**src/common/dss_defs.vh**
```
// How it works
// - Raw pulses re-emitted centred in bit window.
// - Decoded NRZ data output on window clock.
// - Preamble means interval within 15 percent.
// - Gate low: high gain, crystal tracking.
// - Two-state: first bit, then low-gain data tracking.
// - Two-state: NRZ after 8 bits, data immediately.
// - Four-state: 8 preamble bits start high-gain tracking.
// - Four-state: 16 preamble bits enable both outputs.
// - Preamble lost before 16 returns to idle.
// - Preamble lost after 16 selects low gain.
// - Four-state: fill byte on data output while acquiring.
// - Early/late pair picks zero, one, two units.
// - Shift amount and bit rate size unit.
// - Bit rate is reference over coded divisor.
// - Reference clock sets window and shift timing.
// - Quarter-period alignment needs no trimming.
// - Select low four-state, high two-state.
// - NRZ and mark outputs float without gate.
// - Mark found high for one bit period.
// - Unit is multiple of 2/(7f), some illegal.
`ifndef DSS_DEFS_VH
`define DSS_DEFS_VH
`define DSS_PCLK_KHZ 20000
`define DSS_REF_KHZ 8000
`define DSS_PCLK_PS 50000
`define DSS_XUNIT_PS (2000000000 / (7 * `DSS_REF_KHZ))
`define DSS_CYC(d) ((d) * `DSS_PCLK_KHZ / `DSS_REF_KHZ)
`define DSS_WR_BASE_NS 100
`define DSS_WR_BASE_CYC ((`DSS_WR_BASE_NS * 1000 + `DSS_PCLK_PS - 1) / `DSS_PCLK_PS)
`define DSS_WR_PULSE_CYC 4'h2
`define DSS_ADDR_CFG 4'h0
`define DSS_ADDR_STAT 4'h4
`define DSS_CFG_RESET 7'h00
`define DSS_CFG_ENC 0
`define DSS_CFG_RATE_LO 1
`define DSS_CFG_RATE_HI 2
`define DSS_CFG_AMT_LO 3
`define DSS_CFG_AMT_HI 5
`define DSS_CFG_MODE 6
`define DSS_PRE_LO_PCT 7'h55
`define DSS_PRE_HI_PCT 7'h73
`define DSS_RUN_EIGHT 5'h08
`define DSS_RUN_SIXTEEN 5'h10
`define DSS_NRZ_HOLD_BITS 4'h8
`define DSS_FILL_MFM 8'h4e
`define DSS_FILL_FM 8'hff
`define DSS_MARK_PATTERN 8'ha1
`endif

```
**src/core/dss_sequencer.v**
```verilog
// The placing of the registers and the APB interface to the registers were decided locally.
`timescale 1ns/1ns
`default_nettype none
`include "dss_defs.vh"
module dss_sequencer (
  // Clock and reset.
  input  wire        pclk,
  input  wire        presetn,
  // APB slave.
  input  wire [3:0]  paddr,
  input  wire        psel,
  input  wire        penable,
  input  wire        pwrite,
  input  wire [31:0] pwdata,
  output reg  [31:0] prdata,
  output reg         pready,
  output reg         pslverr,
  // Drive and controller pins.
  input  wire        read_gate,
  input  wire        raw_read_data,
  input  wire        write_data_in,
  input  wire        shift_early,
  input  wire        shift_late,
  output reg         sep_data_r,
  output reg         read_clock_r,
  output reg         nrz_data_r,
  output reg         nrz_oe_n_r,
  output reg         address_mark_found_r,
  output reg         amf_oe_n_r,
  output reg         write_data_out_r,
  // Loop steering and status.
  output reg         loop_high_gain_r,
  output reg         loop_track_data_r,
  output reg         test_mode_r
);
  localparam [4:0] ST_IDLE = 5'h01;
  localparam [4:0] ST_ACQ  = 5'h02;
  localparam [4:0] ST_HIGH = 5'h04;
  localparam [4:0] ST_LOCK = 5'h08;
  localparam [4:0] ST_LOW  = 5'h10;
  localparam integer CYC64_I = `DSS_CYC(64);
  localparam integer CYC32_I = `DSS_CYC(32);
  localparam integer CYC16_I = `DSS_CYC(16);
  localparam integer CYC8_I  = `DSS_CYC(8);
  localparam [8:0] CYC64 = CYC64_I[8:0];
  localparam [8:0] CYC32 = CYC32_I[8:0];
  localparam [8:0] CYC16 = CYC16_I[8:0];
  localparam [8:0] CYC8  = CYC8_I[8:0];

  // ---------------------------------------------------------------
  // Pin synchronisers.
  // ---------------------------------------------------------------
  reg  [4:0] s1_r;
  reg  [4:0] s2_r;
  reg        raw_d_r;
  reg        wr_d_r;
  always @(posedge pclk or negedge presetn) begin
    if (!presetn) begin
      s1_r    <= 5'h00;
      s2_r    <= 5'h00;
      raw_d_r <= 1'b0;
      wr_d_r  <= 1'b0;
    end else begin
      s1_r    <= {shift_late, shift_early, write_data_in, raw_read_data, read_gate};
      s2_r    <= s1_r;
      raw_d_r <= s2_r[1];
      wr_d_r  <= s2_r[2];
    end
  end
  wire gate   = s2_r[0];
  wire pulse  = s2_r[1] & ~raw_d_r;
  wire wr_rise = s2_r[2] & ~wr_d_r;

  // ---------------------------------------------------------------
  // Register file.
  // ---------------------------------------------------------------
  reg  [6:0]  cfg_r;
  reg  [4:0]  state_r;
  reg  [4:0]  run_r;
  wire        setup = psel & ~penable;
  wire        hit_cfg = (paddr == `DSS_ADDR_CFG);
  wire        hit_stat = (paddr == `DSS_ADDR_STAT);
  always @(posedge pclk or negedge presetn) begin
    if (!presetn) begin
      cfg_r   <= `DSS_CFG_RESET;
      pready  <= 1'b0;
      pslverr <= 1'b0;
      prdata  <= 32'h0000_0000;
    end else begin
      pready  <= setup;
      pslverr <= setup & ~hit_cfg & ~hit_stat;
      if (setup & hit_cfg)
        prdata <= {25'h000_0000, cfg_r};
      else if (setup & hit_stat)
        prdata <= {19'h0_0000, test_mode_r, loop_track_data_r, loop_high_gain_r,
                   run_r, state_r};
      else
        prdata <= 32'h0000_0000;
      if (psel & penable & pready & pwrite & hit_cfg)
        cfg_r <= pwdata[6:0];
    end
  end
  wire       enc   = cfg_r[`DSS_CFG_ENC];
  wire [1:0] rate  = cfg_r[`DSS_CFG_RATE_HI:`DSS_CFG_RATE_LO];
  wire [2:0] amt   = cfg_r[`DSS_CFG_AMT_HI:`DSS_CFG_AMT_LO];
  wire       two_st = cfg_r[`DSS_CFG_MODE];

  // ---------------------------------------------------------------
  // Bit rate and data window.
  // ---------------------------------------------------------------
  reg [8:0] bit_cyc;
  always @* begin
    case ({rate, enc})
      3'b000:          bit_cyc = CYC64;
      3'b001, 3'b010:  bit_cyc = CYC32;
      3'b011, 3'b100:  bit_cyc = CYC16;
      default:         bit_cyc = CYC8;
    endcase
  end
  wire [7:0] cell_cyc = bit_cyc[8:1];
  wire [7:0] quarter  = {2'b00, cell_cyc[7:2]};
  wire [7:0] half     = {1'b0, cell_cyc[7:1]};
  reg  [7:0] phase_r;
  reg        cell_hit_r;
  wire       track = loop_track_data_r;
  wire       cell_end = (phase_r >= cell_cyc - 8'h01);
  reg  [7:0] phase_nxt;
  // The first data bit of a two-state read also snaps the window, so it starts centred.
  // Holding is skipped at the end of a cell, which would toggle the read clock twice.
  always @* begin
    phase_nxt = cell_end ? 8'h00 : phase_r + 8'h01;
    if (pulse & ((track & loop_high_gain_r) | (two_st & gate & (state_r == ST_ACQ))))
      phase_nxt = quarter;
    else if (pulse & track & (phase_r < quarter))
      phase_nxt = phase_r + 8'h02;
    else if (pulse & track & (phase_r > quarter) & ~cell_end)
      phase_nxt = phase_r;
  end

  // ---------------------------------------------------------------
  // Preamble detector.
  // ---------------------------------------------------------------
  reg  [8:0]  ivl_r;
  wire [15:0] ivl_pct = ivl_r * 7'h64;
  wire [15:0] lo_lim = bit_cyc * `DSS_PRE_LO_PCT;
  wire [15:0] hi_lim = bit_cyc * `DSS_PRE_HI_PCT;
  wire        in_band = (ivl_pct >= lo_lim) & (ivl_pct <= hi_lim);
  wire        det_on = gate & ~two_st;
  wire        pre_fail = det_on & ((pulse & ~in_band) | (ivl_pct > hi_lim));
  wire        preamble_eight_seen = (run_r >= `DSS_RUN_EIGHT);
  wire        preamble_sixteen_seen = (run_r >= `DSS_RUN_SIXTEEN);

  // ---------------------------------------------------------------
  // Acquisition sequence.
  // ---------------------------------------------------------------
  reg [4:0] state_nxt;
  always @* begin
    state_nxt = state_r;
    case (state_r)
      ST_IDLE: if (gate) state_nxt = ST_ACQ;
      ST_ACQ: begin
        if (two_st & pulse)
          state_nxt = ST_LOW;
        else if (~two_st & preamble_eight_seen & ~pre_fail)
          state_nxt = ST_HIGH;
      end
      ST_HIGH: begin
        if (pre_fail)
          state_nxt = ST_IDLE;
        else if (preamble_sixteen_seen)
          state_nxt = ST_LOCK;
      end
      ST_LOCK: if (pre_fail) state_nxt = ST_LOW;
      ST_LOW:  state_nxt = ST_LOW;
      default: state_nxt = ST_IDLE;
    endcase
    if (!gate)
      state_nxt = ST_IDLE;
  end
  wire st_low = state_nxt == ST_LOW;
  wire st_track = (state_nxt == ST_HIGH) | (state_nxt == ST_LOCK) | st_low;

  // ---------------------------------------------------------------
  // Read path: window, data, NRZ, fill and address mark.
  // ---------------------------------------------------------------
  reg  [2:0] fill_idx_r;
  reg  [3:0] nbits_r;
  reg  [7:0] shreg_r;
  reg  [8:0] amf_cnt_r;
  wire       data_cell = read_clock_r;
  wire       filling = ~two_st & ((state_r == ST_ACQ) | (state_r == ST_HIGH));
  wire       out_on = two_st ? (state_r == ST_LOW)
                             : ((state_r == ST_LOCK) | (state_r == ST_LOW));
  wire       nrz_on = out_on & (~two_st | (nbits_r >= `DSS_NRZ_HOLD_BITS));
  wire [7:0] fill = enc ? `DSS_FILL_MFM : `DSS_FILL_FM;
  wire       nrz_bit = cell_hit_r | pulse;
  always @(posedge pclk or negedge presetn) begin
    if (!presetn) begin
      state_r <= ST_IDLE;
      run_r <= 5'h00;
      ivl_r <= 9'h000;
      phase_r <= 8'h00;
      cell_hit_r <= 1'b0;
      read_clock_r <= 1'b0;
      sep_data_r <= 1'b0;
      nrz_data_r <= 1'b0;
      nrz_oe_n_r <= 1'b1;
      amf_oe_n_r <= 1'b1;
      address_mark_found_r <= 1'b0;
      fill_idx_r <= 3'h7;
      nbits_r <= 4'h0;
      shreg_r <= 8'h00;
      amf_cnt_r <= 9'h000;
      loop_high_gain_r <= 1'b1;
      loop_track_data_r <= 1'b0;
      test_mode_r <= 1'b0;
    end else begin
      state_r <= state_nxt;
      loop_high_gain_r <= ~st_low;
      loop_track_data_r <= st_track;
      test_mode_r <= (rate == 2'b11);
      phase_r <= phase_nxt;
      ivl_r <= pulse ? 9'h000 : (ivl_r == 9'h1ff ? ivl_r : ivl_r + 9'h001);
      if (!gate | pre_fail)
        run_r <= 5'h00;
      else if (det_on & pulse & ~preamble_sixteen_seen)
        run_r <= run_r + 5'h01;
      nrz_oe_n_r <= ~gate;
      amf_oe_n_r <= ~gate;
      if (cell_end) begin
        read_clock_r <= ~read_clock_r;
        cell_hit_r <= 1'b0;
      end else if (pulse) begin
        cell_hit_r <= 1'b1;
      end
      // A window held at its centre waits one clock, so the pulse is not emitted twice.
      if ((phase_r == half) & (phase_nxt != half))
        sep_data_r <= out_on ? cell_hit_r : (filling & data_cell & fill[fill_idx_r]);
      else
        sep_data_r <= 1'b0;
      if (cell_end & data_cell & filling)
        fill_idx_r <= fill_idx_r - 3'h1;
      else if (!filling)
        fill_idx_r <= 3'h7;
      if (cell_end & data_cell) begin
        nrz_data_r <= nrz_on & nrz_bit;
        shreg_r <= {shreg_r[6:0], nrz_bit};
        if (out_on & (nbits_r != 4'hf))
          nbits_r <= nbits_r + 4'h1;
      end
      if (!gate)
        nbits_r <= 4'h0;
      if (amf_cnt_r != 9'h000) begin
        amf_cnt_r <= amf_cnt_r - 9'h001;
        address_mark_found_r <= 1'b1;
      end else if (cell_end & data_cell & nrz_on
                   & ({shreg_r[6:0], nrz_bit} == `DSS_MARK_PATTERN)) begin
        amf_cnt_r <= bit_cyc - 9'h001;
        address_mark_found_r <= 1'b1;
      end else begin
        address_mark_found_r <= 1'b0;
      end
    end
  end

  // ---------------------------------------------------------------
  // Write shift.
  // ---------------------------------------------------------------
  reg [3:0] mult;
  always @* begin
    mult = {1'b0, amt};
    if (rate == 2'b00) begin
      case (amt)
        3'h1: mult = 4'h3;
        3'h2: mult = 4'h4;
        3'h3: mult = 4'h5;
        3'h4: mult = 4'h6;
        3'h5: mult = 4'h7;
        3'h6: mult = 4'h9;
        3'h7: mult = 4'hb;
        default: mult = 4'h0;
      endcase
    end else if ((rate == 2'b10) & (amt[2:1] == 2'b11)) begin
      mult = 4'h0;
    end
  end
  reg  [1:0]  units;
  always @* begin
    case ({s2_r[3], s2_r[4]})
      2'b00:   units = 2'h1;
      2'b01:   units = 2'h2;
      default: units = 2'h0;
    endcase
  end
  wire [31:0] wr_ps  = units * mult * `DSS_XUNIT_PS;
  wire [31:0] wr_cyc = `DSS_WR_BASE_CYC + wr_ps / `DSS_PCLK_PS;
  wire        wr_bad = s2_r[3] & s2_r[4];
  reg  [7:0]  wd_cnt_r;
  reg         wd_pend_r;
  reg  [3:0]  wd_len_r;
  always @(posedge pclk or negedge presetn) begin
    if (!presetn) begin
      wd_cnt_r <= 8'h00;
      wd_pend_r <= 1'b0;
      wd_len_r <= 4'h0;
      write_data_out_r <= 1'b0;
    end else begin
      if (wr_rise & ~wr_bad) begin
        wd_cnt_r <= wr_cyc[7:0];
        wd_pend_r <= 1'b1;
      end else if (wd_pend_r & (wd_cnt_r == 8'h00)) begin
        wd_pend_r <= 1'b0;
        wd_len_r <= `DSS_WR_PULSE_CYC;
      end else if (wd_pend_r) begin
        wd_cnt_r <= wd_cnt_r - 8'h01;
      end
      if (!(wd_pend_r & (wd_cnt_r == 8'h00)) & (wd_len_r != 4'h0))
        wd_len_r <= wd_len_r - 4'h1;
      write_data_out_r <= (wd_len_r != 4'h0);
    end
  end
endmodule
`default_nettype wire

```
**config.mk**
```make
export PLATFORM = sky130hd
export DESIGN_NAME = dss_sequencer
export DESIGN_NICKNAME = d
export VERILOG_FILES = /design/src/core/dss_sequencer.v
export VERILOG_INCLUDE_DIRS = /design/src /design/src/common
export SDC_FILE = /design/constraint.sdc
export NUM_CORES = 1
export LEC_CHECK = 0
export BUFFER_PORTS_ARGS = -buffer_cell sky130_fd_sc_hd__buf_2
export CAP_MARGIN = 40
export CORE_MARGIN = 5
export CORE_UTILIZATION = 37
export DETAILED_ROUTE_END_ITERATION = 12
export SLEW_MARGIN = 20
export SYNTH_ARGS = -nofsm -noshare
export SYNTH_HDL_FRONTEND = slang
export SYNTH_SLANG_ARGS = --single-unit
```
**constraint.sdc**
```tcl
create_clock -name pclk -period 29.3 [get_ports pclk]
set_clock_uncertainty 0.15 [all_clocks]
set_input_delay 2.93 -clock pclk [delete_from_list [all_inputs] [get_ports pclk]]
set_output_delay 2.93 -clock pclk [all_outputs]
set_load 0.02 [all_outputs]
```
==> flow_metrics.tcl, run 1 <==
set metrics [dict create \
    vias_per_cell 5.65 \
    synth_area_leaders "dfrtp_1 19%, ha_1 16%, xnor2_1 5.8%" \
    grt_pass1_vias 11700 \
    synth.distinct_cells 112 \
    area_growth_pct 7.34 \
    synth-edff-count 0 \
    synthFlopType "dfrtp_1" \
    die_h_um 201 \
    num_vias 12100 \
    hpwlAfterDp_mm 28.3 \
    post-route-util 0.400 \
    required_ns 29.45 \
    n_antenna_cell 0 \
    critPathArrivalTime_ns 15.33 \
    route.detailed.drc 0 \
    peakVddDrop_mv 0.0355 \
    whs_ns 0.194 \
    crit_type "register to register" \
    synth-seq-cells 107 \
    synth_common_cells "174 x ha_1, 147 x nor2_1, 110 x inv_1" \
    fin_crit_ns 15.19 \
    drtPass1Iterations 5 \
    synthCells 1631 \
    worst_pin_slew_ns 0.995 \
    globalplace.congestion 0.897 \
    grt_overflow 0 \
    cpMaxStageDelayCell "or4_1" \
    grt_pass1_wl_mm 58.4 \
    post-synth-top-count-cell "ha_1" \
    relSlewSlack 0.336 \
    crit_path_max_incr_delay_ns 0.71 \
    mappedNetlistArea_um2 13500 \
    ctsHoldBuffers 0 \
    status "finished, final reports clean" \
    tns_ns 0 \
    cts_tree "yes" \
    final_antenna_net_count 0 \
    design.core.area_um2 36300 \
    leakage_nw 6.89 \
    port_buffers 45 \
    cts.clk_slew.worst_paths_ns 0.08 \
    hold_viol 0 \
    pin_count 90 \
    setup_viol 0 \
    cts_buffer_depth 2 \
    wl_mm 35.0 \
    fin_crit_sh 0.518 \
    post_drt_wl_per_cell_um 16.4 \
    r2r_slack_ns 14.11 \
    die_area_um2 40500 \
    powerDensity_nw_per_um2 42.3 \
    fmax_mhz 65.9 \
    drive_gt1_frac 0.0936 \
    clock-root-buffer "clkbuf_16" \
    avgSynthCellArea_um2 8.30 \
    ys_warn_count 0 \
    drt_iter0_drc 640 \
    die_w_um 201 \
    cts_num_sinks 107 \
    antenna_found_initial 1 \
    clk_latency_ns 0.36 \
    ys_seq_area_frac 0.198 \
    post_dp_cell_area_um2 14200 \
    nets 1900 \
    numCtsBuffers 9 \
    slew_violations 0 \
    synth_top_cell_area_share 0.187 \
    hold_class "register to register" \
    grt_usage 0.168 \
    initial_utilization 0.373 \
    rows 70 \
    rsz0062_at_grt "no" \
    postCtsSetupBuffers 0 \
    grt_max_degree 61 \
    crit_fanout 15 \
    cts_max_level 3 \
    start_kind "register" \
    yosysTopAreaCell "dfrtp_1" \
    cts_resized 0 \
    postSynth.asyncResetShare 1.00 \
    fin_area_um2 14500 \
    endpoint_kind "register" \
    drv_cap 0 \
]
==> per-stage QoR <==
stage	power (W)	setup WS, ns	instances
floorplan	0.000420	16.94	1655
global route	0.000673	13.12	2135
CTS	0.000619	14.17	2131
global placement	0.000480	14.30	2113
detailed placement	0.000487	14.25	2115
finish	0.000614	14.11	2135
==> final timing paths <==
kind,startpoint,end,cells past startpoint
max,cfg_r[5]$_DFFE_PN0P_,wd_cnt_r[7]$_DFFE_PN0P_,49
min,s1_r[4]$_DFF_PN0_,s2_r[4]$_DFF_PN0_,0
max reg2reg,cfg_r[5]$_DFFE_PN0P_,wd_cnt_r[7]$_DFFE_PN0P_,49
min reg2reg,s1_r[4]$_DFF_PN0_,s2_r[4]$_DFF_PN0_,0
min in group asynchronous,presetn,shreg_r[6]$_DFFE_PN0P_,1
max in group asynchronous,presetn,state_r[0]$_DFF_PN1_,3
==> registers in the layout, summed over array words and instances, names as in the netlist, 3 cells and up <==
name	cells
nbits_r	4
cfg_r	7
s2_r	5
run_r	5
prdata	13
s1_r	5
ivl_r	9
shreg_r	7
phase_r	8
fill_idx_r	3
wd_len_r	4
wd_cnt_r	8
amf_cnt_r	9
state_r	5
==> layout make-up <==
cell class                      count  area (µm²)
Clock buffer                        9         225
Clock inverter                      7        91.3
Fill cell                        3690       21800
Inverter                          116         435
Multi-Input combinational cell   1368       10200
Sequential cell                   107        2690
Tap cell                          468         586
Timing Repair Buffer               60         350
==> layer usage <==
metal  track usage  vias up  wire, µm
met5             0        -         7
met4        0.0405        2       634
met3        0.0180       45      1250
met2         0.291      246     16800
met1         0.225     5782     16200
li1              -     5989         -
==> power by group <==
group | switching (W) | leakage, nW | total [W] | internal, W
registers | 0.0000300 | 1.39 | 0.000199 | 0.000169
clock network | 0.0000654 | 0.152 | 0.000127 | 0.0000619
logic | 0.000166 | 5.34 | 0.000288 | 0.000122
total | 0.000262 | 6.89 | 0.000614 | 0.000353
==> critical path, delay by kind of cell, from the launching register on <==
kind,cells,cell delay (ns)
adder cells (fa/ha/maj),7,2.78
flip-flops,1,0.51
buffers and inverters,6,0.87
XOR/XNOR,3,0.98
AND/OR/NAND/NOR,10,3.02
AO/OA/AOI/OAI,23,6.73
==> kinds of logic (layout without fill, tap and decap cells) <==
family	after synthesis	after routing	synth area share
simple gates	531	531	0.202
compound gates	443	443	0.233
fa+ha+maj	192	192	0.187
buf+inv	180	192	0.0582
xor+xnor	132	132	0.0865
flops	107	107	0.198
mux	44	44	0.0341
other cells	2	26	0.000555
==> cell usage in the layout, fill, tap and decap left out, drive strengths merged, types with 14 or more instances in the layout <==
cell / count
o21a: 14
a211oi: 24
ha: 174
nor4: 21
and3: 19
conb: 26
buf: 59
and2: 22
nand4: 20
o22ai: 19
nand2: 100
nor3: 40
dfrtp: 101
mux2: 17
or2: 16
o21ai: 89
nor2: 147
nand2b: 31
a31oi: 21
o211ai: 27
xnor2: 90
a21oi: 94
mux2i: 27
xor2: 42
a21o: 25
fa: 18
inv: 117
nand3: 47
nor2b: 24
Note: power is estimated with default switching activity, not from simulation.
==> run 2, diff against run 1 <==
Clock period 29.3 ns to 13.15 ns, I/O delays scaled along.
==> run 2 against run 1 <==
  * Critical path depth unchanged
  * Cell area increased by 5.4%
  * Worst hold slack improved by 0.0046 ns
  * Sequential power increased by 120%
  * Maximum frequency increased by 20%
  * First-iteration DRC count increased by 33%
  * Sequential cell count unchanged
  * Register-to-register slack got worse by 14 ns
  * Sequential share of layout area decreased by 0.94 points
  * Non-clock buffer count increased by 80
  * Global-route usage increased by 0.31 points
==> flow_metrics.tcl, run 2 (same netlist as run 1, synthesis figures left out) <==
set metrics [dict create \
    status "finished, final reports clean" \
    p_total_w 0.00138 \
    pin_count 90 \
    worst_pin_slew_ns 0.798 \
    hold_viol 0 \
    place_ws_ns 0.149 \
    rsz0062_at_grt "yes" \
    grt_overflow 0 \
    numCtsBuffers 9 \
    globalplace.congestion 0.861 \
    die_h_um 201 \
    rows 70 \
    cts_max_level 3 \
    grt_usage 0.171 \
    largest_register_ffs 13 \
    grt_pass1_wl_mm 59.6 \
    stdcell_count 2215 \
    initial_utilization 0.373 \
    fin_crit_ns 12.69 \
    layout_common_cells "174 x ha_1, 144 x nor2_1, 109 x inv_1" \
    cts.clk_slew.worst_paths_ns 0.08 \
    peakVddDrop_mv 0.0796 \
    fin_crit_sh 0.965 \
    power_switching_w 0.000584 \
    endpoint_kind "register" \
    die_w_um 201 \
    grt_pass1_vias 11900 \
    crit_fanout 8 \
    placed_cells 2180 \
    post_dp_cell_area_um2 14700 \
    post-route-util 0.422 \
    seqPwrFrac 0.322 \
    clockPowerShare 0.191 \
    crit_top_cell "ha_1" \
    final_common_cell "ha_1" \
    relSlewSlack 0.464 \
    combPwrFrac 0.486 \
    die_area_um2 40500 \
    drtPass1Iterations 5 \
    multi_input_area_um2 10400 \
    leakage_nw 7.29 \
    critPathArrivalTime_ns 12.83 \
    setup_ws_ns 0.459 \
    drt_iter0_drc 854 \
    wl_mm 36.2 \
    clk_latency_ns 0.35 \
    post_drt_wl_per_cell_um 16.3 \
    setup_viol 0 \
    drv_cap 0 \
    area_growth_pct 13.2 \
    num_vias 12400 \
    crit_path_max_incr_delay_ns 0.66 \
    n_antenna_cell 0 \
    largest_register "prdata" \
    grt_max_degree 47 \
    fin_area_um2 15300 \
    hold_class "register to register" \
    cts_buffer_depth 2 \
    intPower_w 0.000794 \
    crit_type "register to register" \
    hpwlAfterDp_mm 29.0 \
    drive_gt1_frac 0.153 \
    fillerInstances 3660 \
    design.core.area_um2 36300 \
    p_sw_frac 0.424 \
    required_ns 13.29 \
    largest_registers "prdata (13), amf_cnt_r (9), ivl_r (9)" \
    clock-root-buffer "clkbuf_16" \
    powerDensity_nw_per_um2 89.9 \
    nets 1980 \
    slew_violations 0 \
    cts_num_sinks 107 \
    port_buffers 45 \
    r2r_slack_ns 0.46 \
    ff_latch_area_um2 2690 \
    final_antenna_net_count 0 \
    antenna_found_initial 0 \
    vias_per_cell 5.60 \
    route.detailed.drc 0 \
    cts_tree "yes" \
    fmax_mhz 78.8 \
    cpMaxStageDelayCell "a2111oi_0" \
    start_kind "register" \
]
-- run 2: area by class of cell --
cell class	count	share of cell area
Multi-Input combinational cell	1368	0.677
Tap cell	468	0.0382
Timing Repair Buffer	140	0.0625
Clock buffer	10	0.0149
Inverter	116	0.0284
Clock inverter	6	0.00318
Sequential cell	107	0.175
-- run 2: metal layers --
layer	global-route usage	vias up	share of wire
met5	0	-	0
met4	0.0317	0	0.015
met3	0.0226	46	0.042
met2	0.299	272	0.49
met1	0.228	5934	0.46
li1	-	6160	-
-- run 2: stage by stage --
stage / TNS, ns / hold slack [ns]
global route: -0.713 / 0.198
global placement: 0 / 0.186
finish: 0 / 0.198
detailed placement: 0 / 0.187
floorplan: 0 / 0.181
CTS: 0 / 0.194
-- run 2: power by group through the flow --
| stage | clock network, W | registers (W) | logic [W] |
|---|---|---|---|
| floorplan | 0 | 0.000427 | 0.000507 |
| global placement | 0 | 0.000449 | 0.000629 |
| detailed placement | 0 | 0.000451 | 0.000654 |
| CTS | 0.000276 | 0.000444 | 0.000660 |
| global route | 0.000286 | 0.000453 | 0.000767 |
| finish | 0.000264 | 0.000444 | 0.000670 |
-- run 2: timing repair --
item	CTS	global route
buffers inserted	0	16
gates resized for setup	0	41
endpoints found under the setup margin	0	8
hold buffers	0	0
-- run 2: critical path, delay by kind of cell (launching register included) --
kind / cells / cell delay (ns)
adder cells (fa/ha/maj): 7 / 2.61
AO/OA/AOI/OAI: 22 / 5.50
flip-flops: 1 / 0.44
XOR/XNOR: 3 / 0.53
AND/OR/NAND/NOR: 11 / 2.64
buffers and inverters: 6 / 0.74
-- run 2: worst paths after layout --
check | from | end | cells past startpoint
max | cfg_r[4]$_DFFE_PN0P_ | wd_cnt_r[7]$_DFFE_PN0P_ | 49
min | s1_r[4]$_DFF_PN0_ | s2_r[4]$_DFF_PN0_ | 0
max reg2reg | cfg_r[4]$_DFFE_PN0P_ | wd_cnt_r[7]$_DFFE_PN0P_ | 49
min reg2reg | s1_r[4]$_DFF_PN0_ | s2_r[4]$_DFF_PN0_ | 0
max in group asynchronous | presetn | loop_high_gain_r$_DFF_PN1_ | 3
min in group asynchronous | presetn | sep_data_r$_DFF_PN0_ | 1
==> run 3, diff against run 2 <==
Settings changed: BUFFER_PORTS_ARGS -buffer_cell sky130_fd_sc_hd__buf_2 to -buffer_cell sky130_fd_sc_hd__buf_4, CELL_PAD_IN_SITES_DETAIL_PLACEMENT set to 1, CELL_PAD_IN_SITES_GLOBAL_PLACEMENT set to 2, CORE_UTILIZATION 37 to 35, PLACE_DENSITY_LB_ADDON set to 0.1.
==> run 3 against run 2 <==
  * Cell area grew 3.3%
  * Worst setup slack better by 0.13 ns
  * Sequential share of layout area shrank 0.57 points
  * Largest cell class unchanged
  * Highest routed layer unchanged
  * Critical endpoint is now wd_cnt_r[0]$_DFFE_PN0P_
  * Wire length rose by 21%
==> flow_metrics.tcl, run 3 (same netlist as run 1, synthesis figures left out) <==
set metrics [dict create \
    nets 2010 \
    cts_buffer_depth 2 \
    multi_input_area_um2 10500 \
    fin_crit_sh 0.956 \
    antenna_found_initial 0 \
    design.core.area_um2 38500 \
    numCtsBuffers 9 \
    crit_fanout 8 \
    required_ns 13.24 \
    relSlewSlack 0.441 \
    pin_count 90 \
    num_vias 12500 \
    globalplace.congestion 0.831 \
    n_antenna_cell 0 \
    min_path_cells 0 \
    wl_mm 43.7 \
    area_growth_pct 16.9 \
    route.detailed.drc 0 \
    endpoint_kind "register" \
    largest_register_ffs 13 \
    grt_pass1_vias 12900 \
    cts_max_level 3 \
    hold-path-endpoint "s2_r[0]$_DFF_PN0_" \
    ff_latch_area_um2 2690 \
    largest_registers "prdata (13), amf_cnt_r (9), ivl_r (9)" \
    rows 72 \
    hpwlAfterDp_mm 36.2 \
    drt_iter0_drc 584 \
    hold_viol 0 \
    fin_crit_ns 12.57 \
    layout_common_cells "174 x ha_1, 164 x buf_4, 144 x nor2_1" \
    cts_num_sinks 107 \
    stdcell_count 2295 \
    crit_type "register to register" \
    peakVddDrop_mv 0.0713 \
    final_antenna_net_count 0 \
    worst_pin_slew_ns 0.818 \
    critPathArrivalTime_ns 12.65 \
    hp-start "s1_r[0]$_DFF_PN0_" \
    setup_viol 0 \
    r2r_cells 47 \
    tns_ns 0 \
    powerDensity_nw_per_um2 90.0 \
    clk_latency_ns 0.37 \
    crit_path_max_incr_delay_ns 0.56 \
    r2r-start "cfg_r[4]$_DFFE_PN0P_" \
    cts.clk_slew.worst_paths_ns 0.08 \
    cpMaxStageDelayCell "fa_1" \
    post_drt_wl_per_cell_um 19.1 \
    drv_cap 0 \
    fmax_mhz 79.6 \
    r2r-end "wd_cnt_r[0]$_DFFE_PN0P_" \
    fillerInstances 4651 \
    die_h_um 207 \
    p_total_w 0.00143 \
    leakage_nw 7.47 \
    initial_utilization 0.352 \
    die_area_um2 42700 \
    hold_class "register to register" \
    port_buffers 45 \
    final_common_cell "ha_1" \
    drtPass1Iterations 5 \
    r2r_slack_ns 0.58 \
    status "finished, final reports clean" \
    clock-root-buffer "clkbuf_16" \
    cts_tree "yes" \
    drive_gt1_frac 0.176 \
    ctsHoldBuffers 0 \
    grt_pass1_wl_mm 70.7 \
    vias_per_cell 5.47 \
    die_w_um 207 \
    grt_usage 0.204 \
    slew_violations 0 \
    placed_cells 2268 \
    crit_top_cell "buf_4" \
    start_kind "register" \
    grt_overflow 0 \
    largest_register "prdata" \
    grt_max_degree 55 \
    cp-startpoint "cfg_r[4]$_DFFE_PN0P_" \
]
run 3: metal layers:
| layer | vias up | GRT usage | routed length, µm |
|---|---|---|---|
| met4 | 0 | 0.0281 | 435 |
| met3 | 22 | 0.0234 | 812 |
| met1 | 6230 | 0.295 | 22100 |
| met5 | - | 0 | 0 |
| met2 | 97 | 0.336 | 20400 |
| li1 | 6197 | - | - |
run 3: where the power goes:
group / internal (W) / total, W / switching, W
clock network: 0.000134 / 0.000276 / 0.000143
registers: 0.000376 / 0.000450 / 0.0000733
logic: 0.000297 / 0.000700 / 0.000402
run 3: stage by stage:
stage	hold slack [ns]	setup slack, ns	instance area [µm²]	util
after global routing	0.219	-0.0922	15800	0.412
after global placement	0.184	0.0570	15100	0.392
final	0.210	0.585	15800	0.412
after detailed placement	0.194	-0.0549	15100	0.394
after CTS	0.217	0.0272	15400	0.401
after floorplan	0.181	0.794	13600	-
run 3: worst max-delay path, delay by kind of cell, from the launching register on:
family,cells,cell delay (ns)
AO/OA/AOI/OAI,22,5.02
AND/OR/NAND/NOR,11,3.03
adder cells (fa/ha/maj),6,2.42
buffers and inverters,6,0.90
XOR/XNOR,2,0.45
flip-flops,1,0.42
run 3: worst max path at each step:
stage                              endpoint  slack (ns)  depth (start not counted)
finish              wd_cnt_r[0]$_DFFE_PN0P_        0.58                         47
global route        wd_cnt_r[0]$_DFFE_PN0P_       -0.09                         48
CTS                 wd_cnt_r[0]$_DFFE_PN0P_        0.03                         45
detailed placement  wd_cnt_r[0]$_DFFE_PN0P_       -0.05                         45
global placement    wd_cnt_r[0]$_DFFE_PN0P_        0.06                         46
floorplan           wd_cnt_r[7]$_DFFE_PN0P_        0.79                         50
run 3: timing repair:
action	in CTS	in global routing
resized for setup	4	60
gates cloned	0	1
pin swaps	0	15
endpoints found under the setup margin	2	8
buffers inserted	0	10
run 3: cell type report:
| type | instances | share of cell area |
|---|---|---|
| clock buffer | 10 | 0.0145 |
| clock inverter | 6 | 0.00379 |
| inverter | 116 | 0.0275 |
| multi-input combinational | 1369 | 0.663 |
| sequential | 107 | 0.170 |
| tap | 518 | 0.0409 |
| timing repair buffer | 169 | 0.0807 |
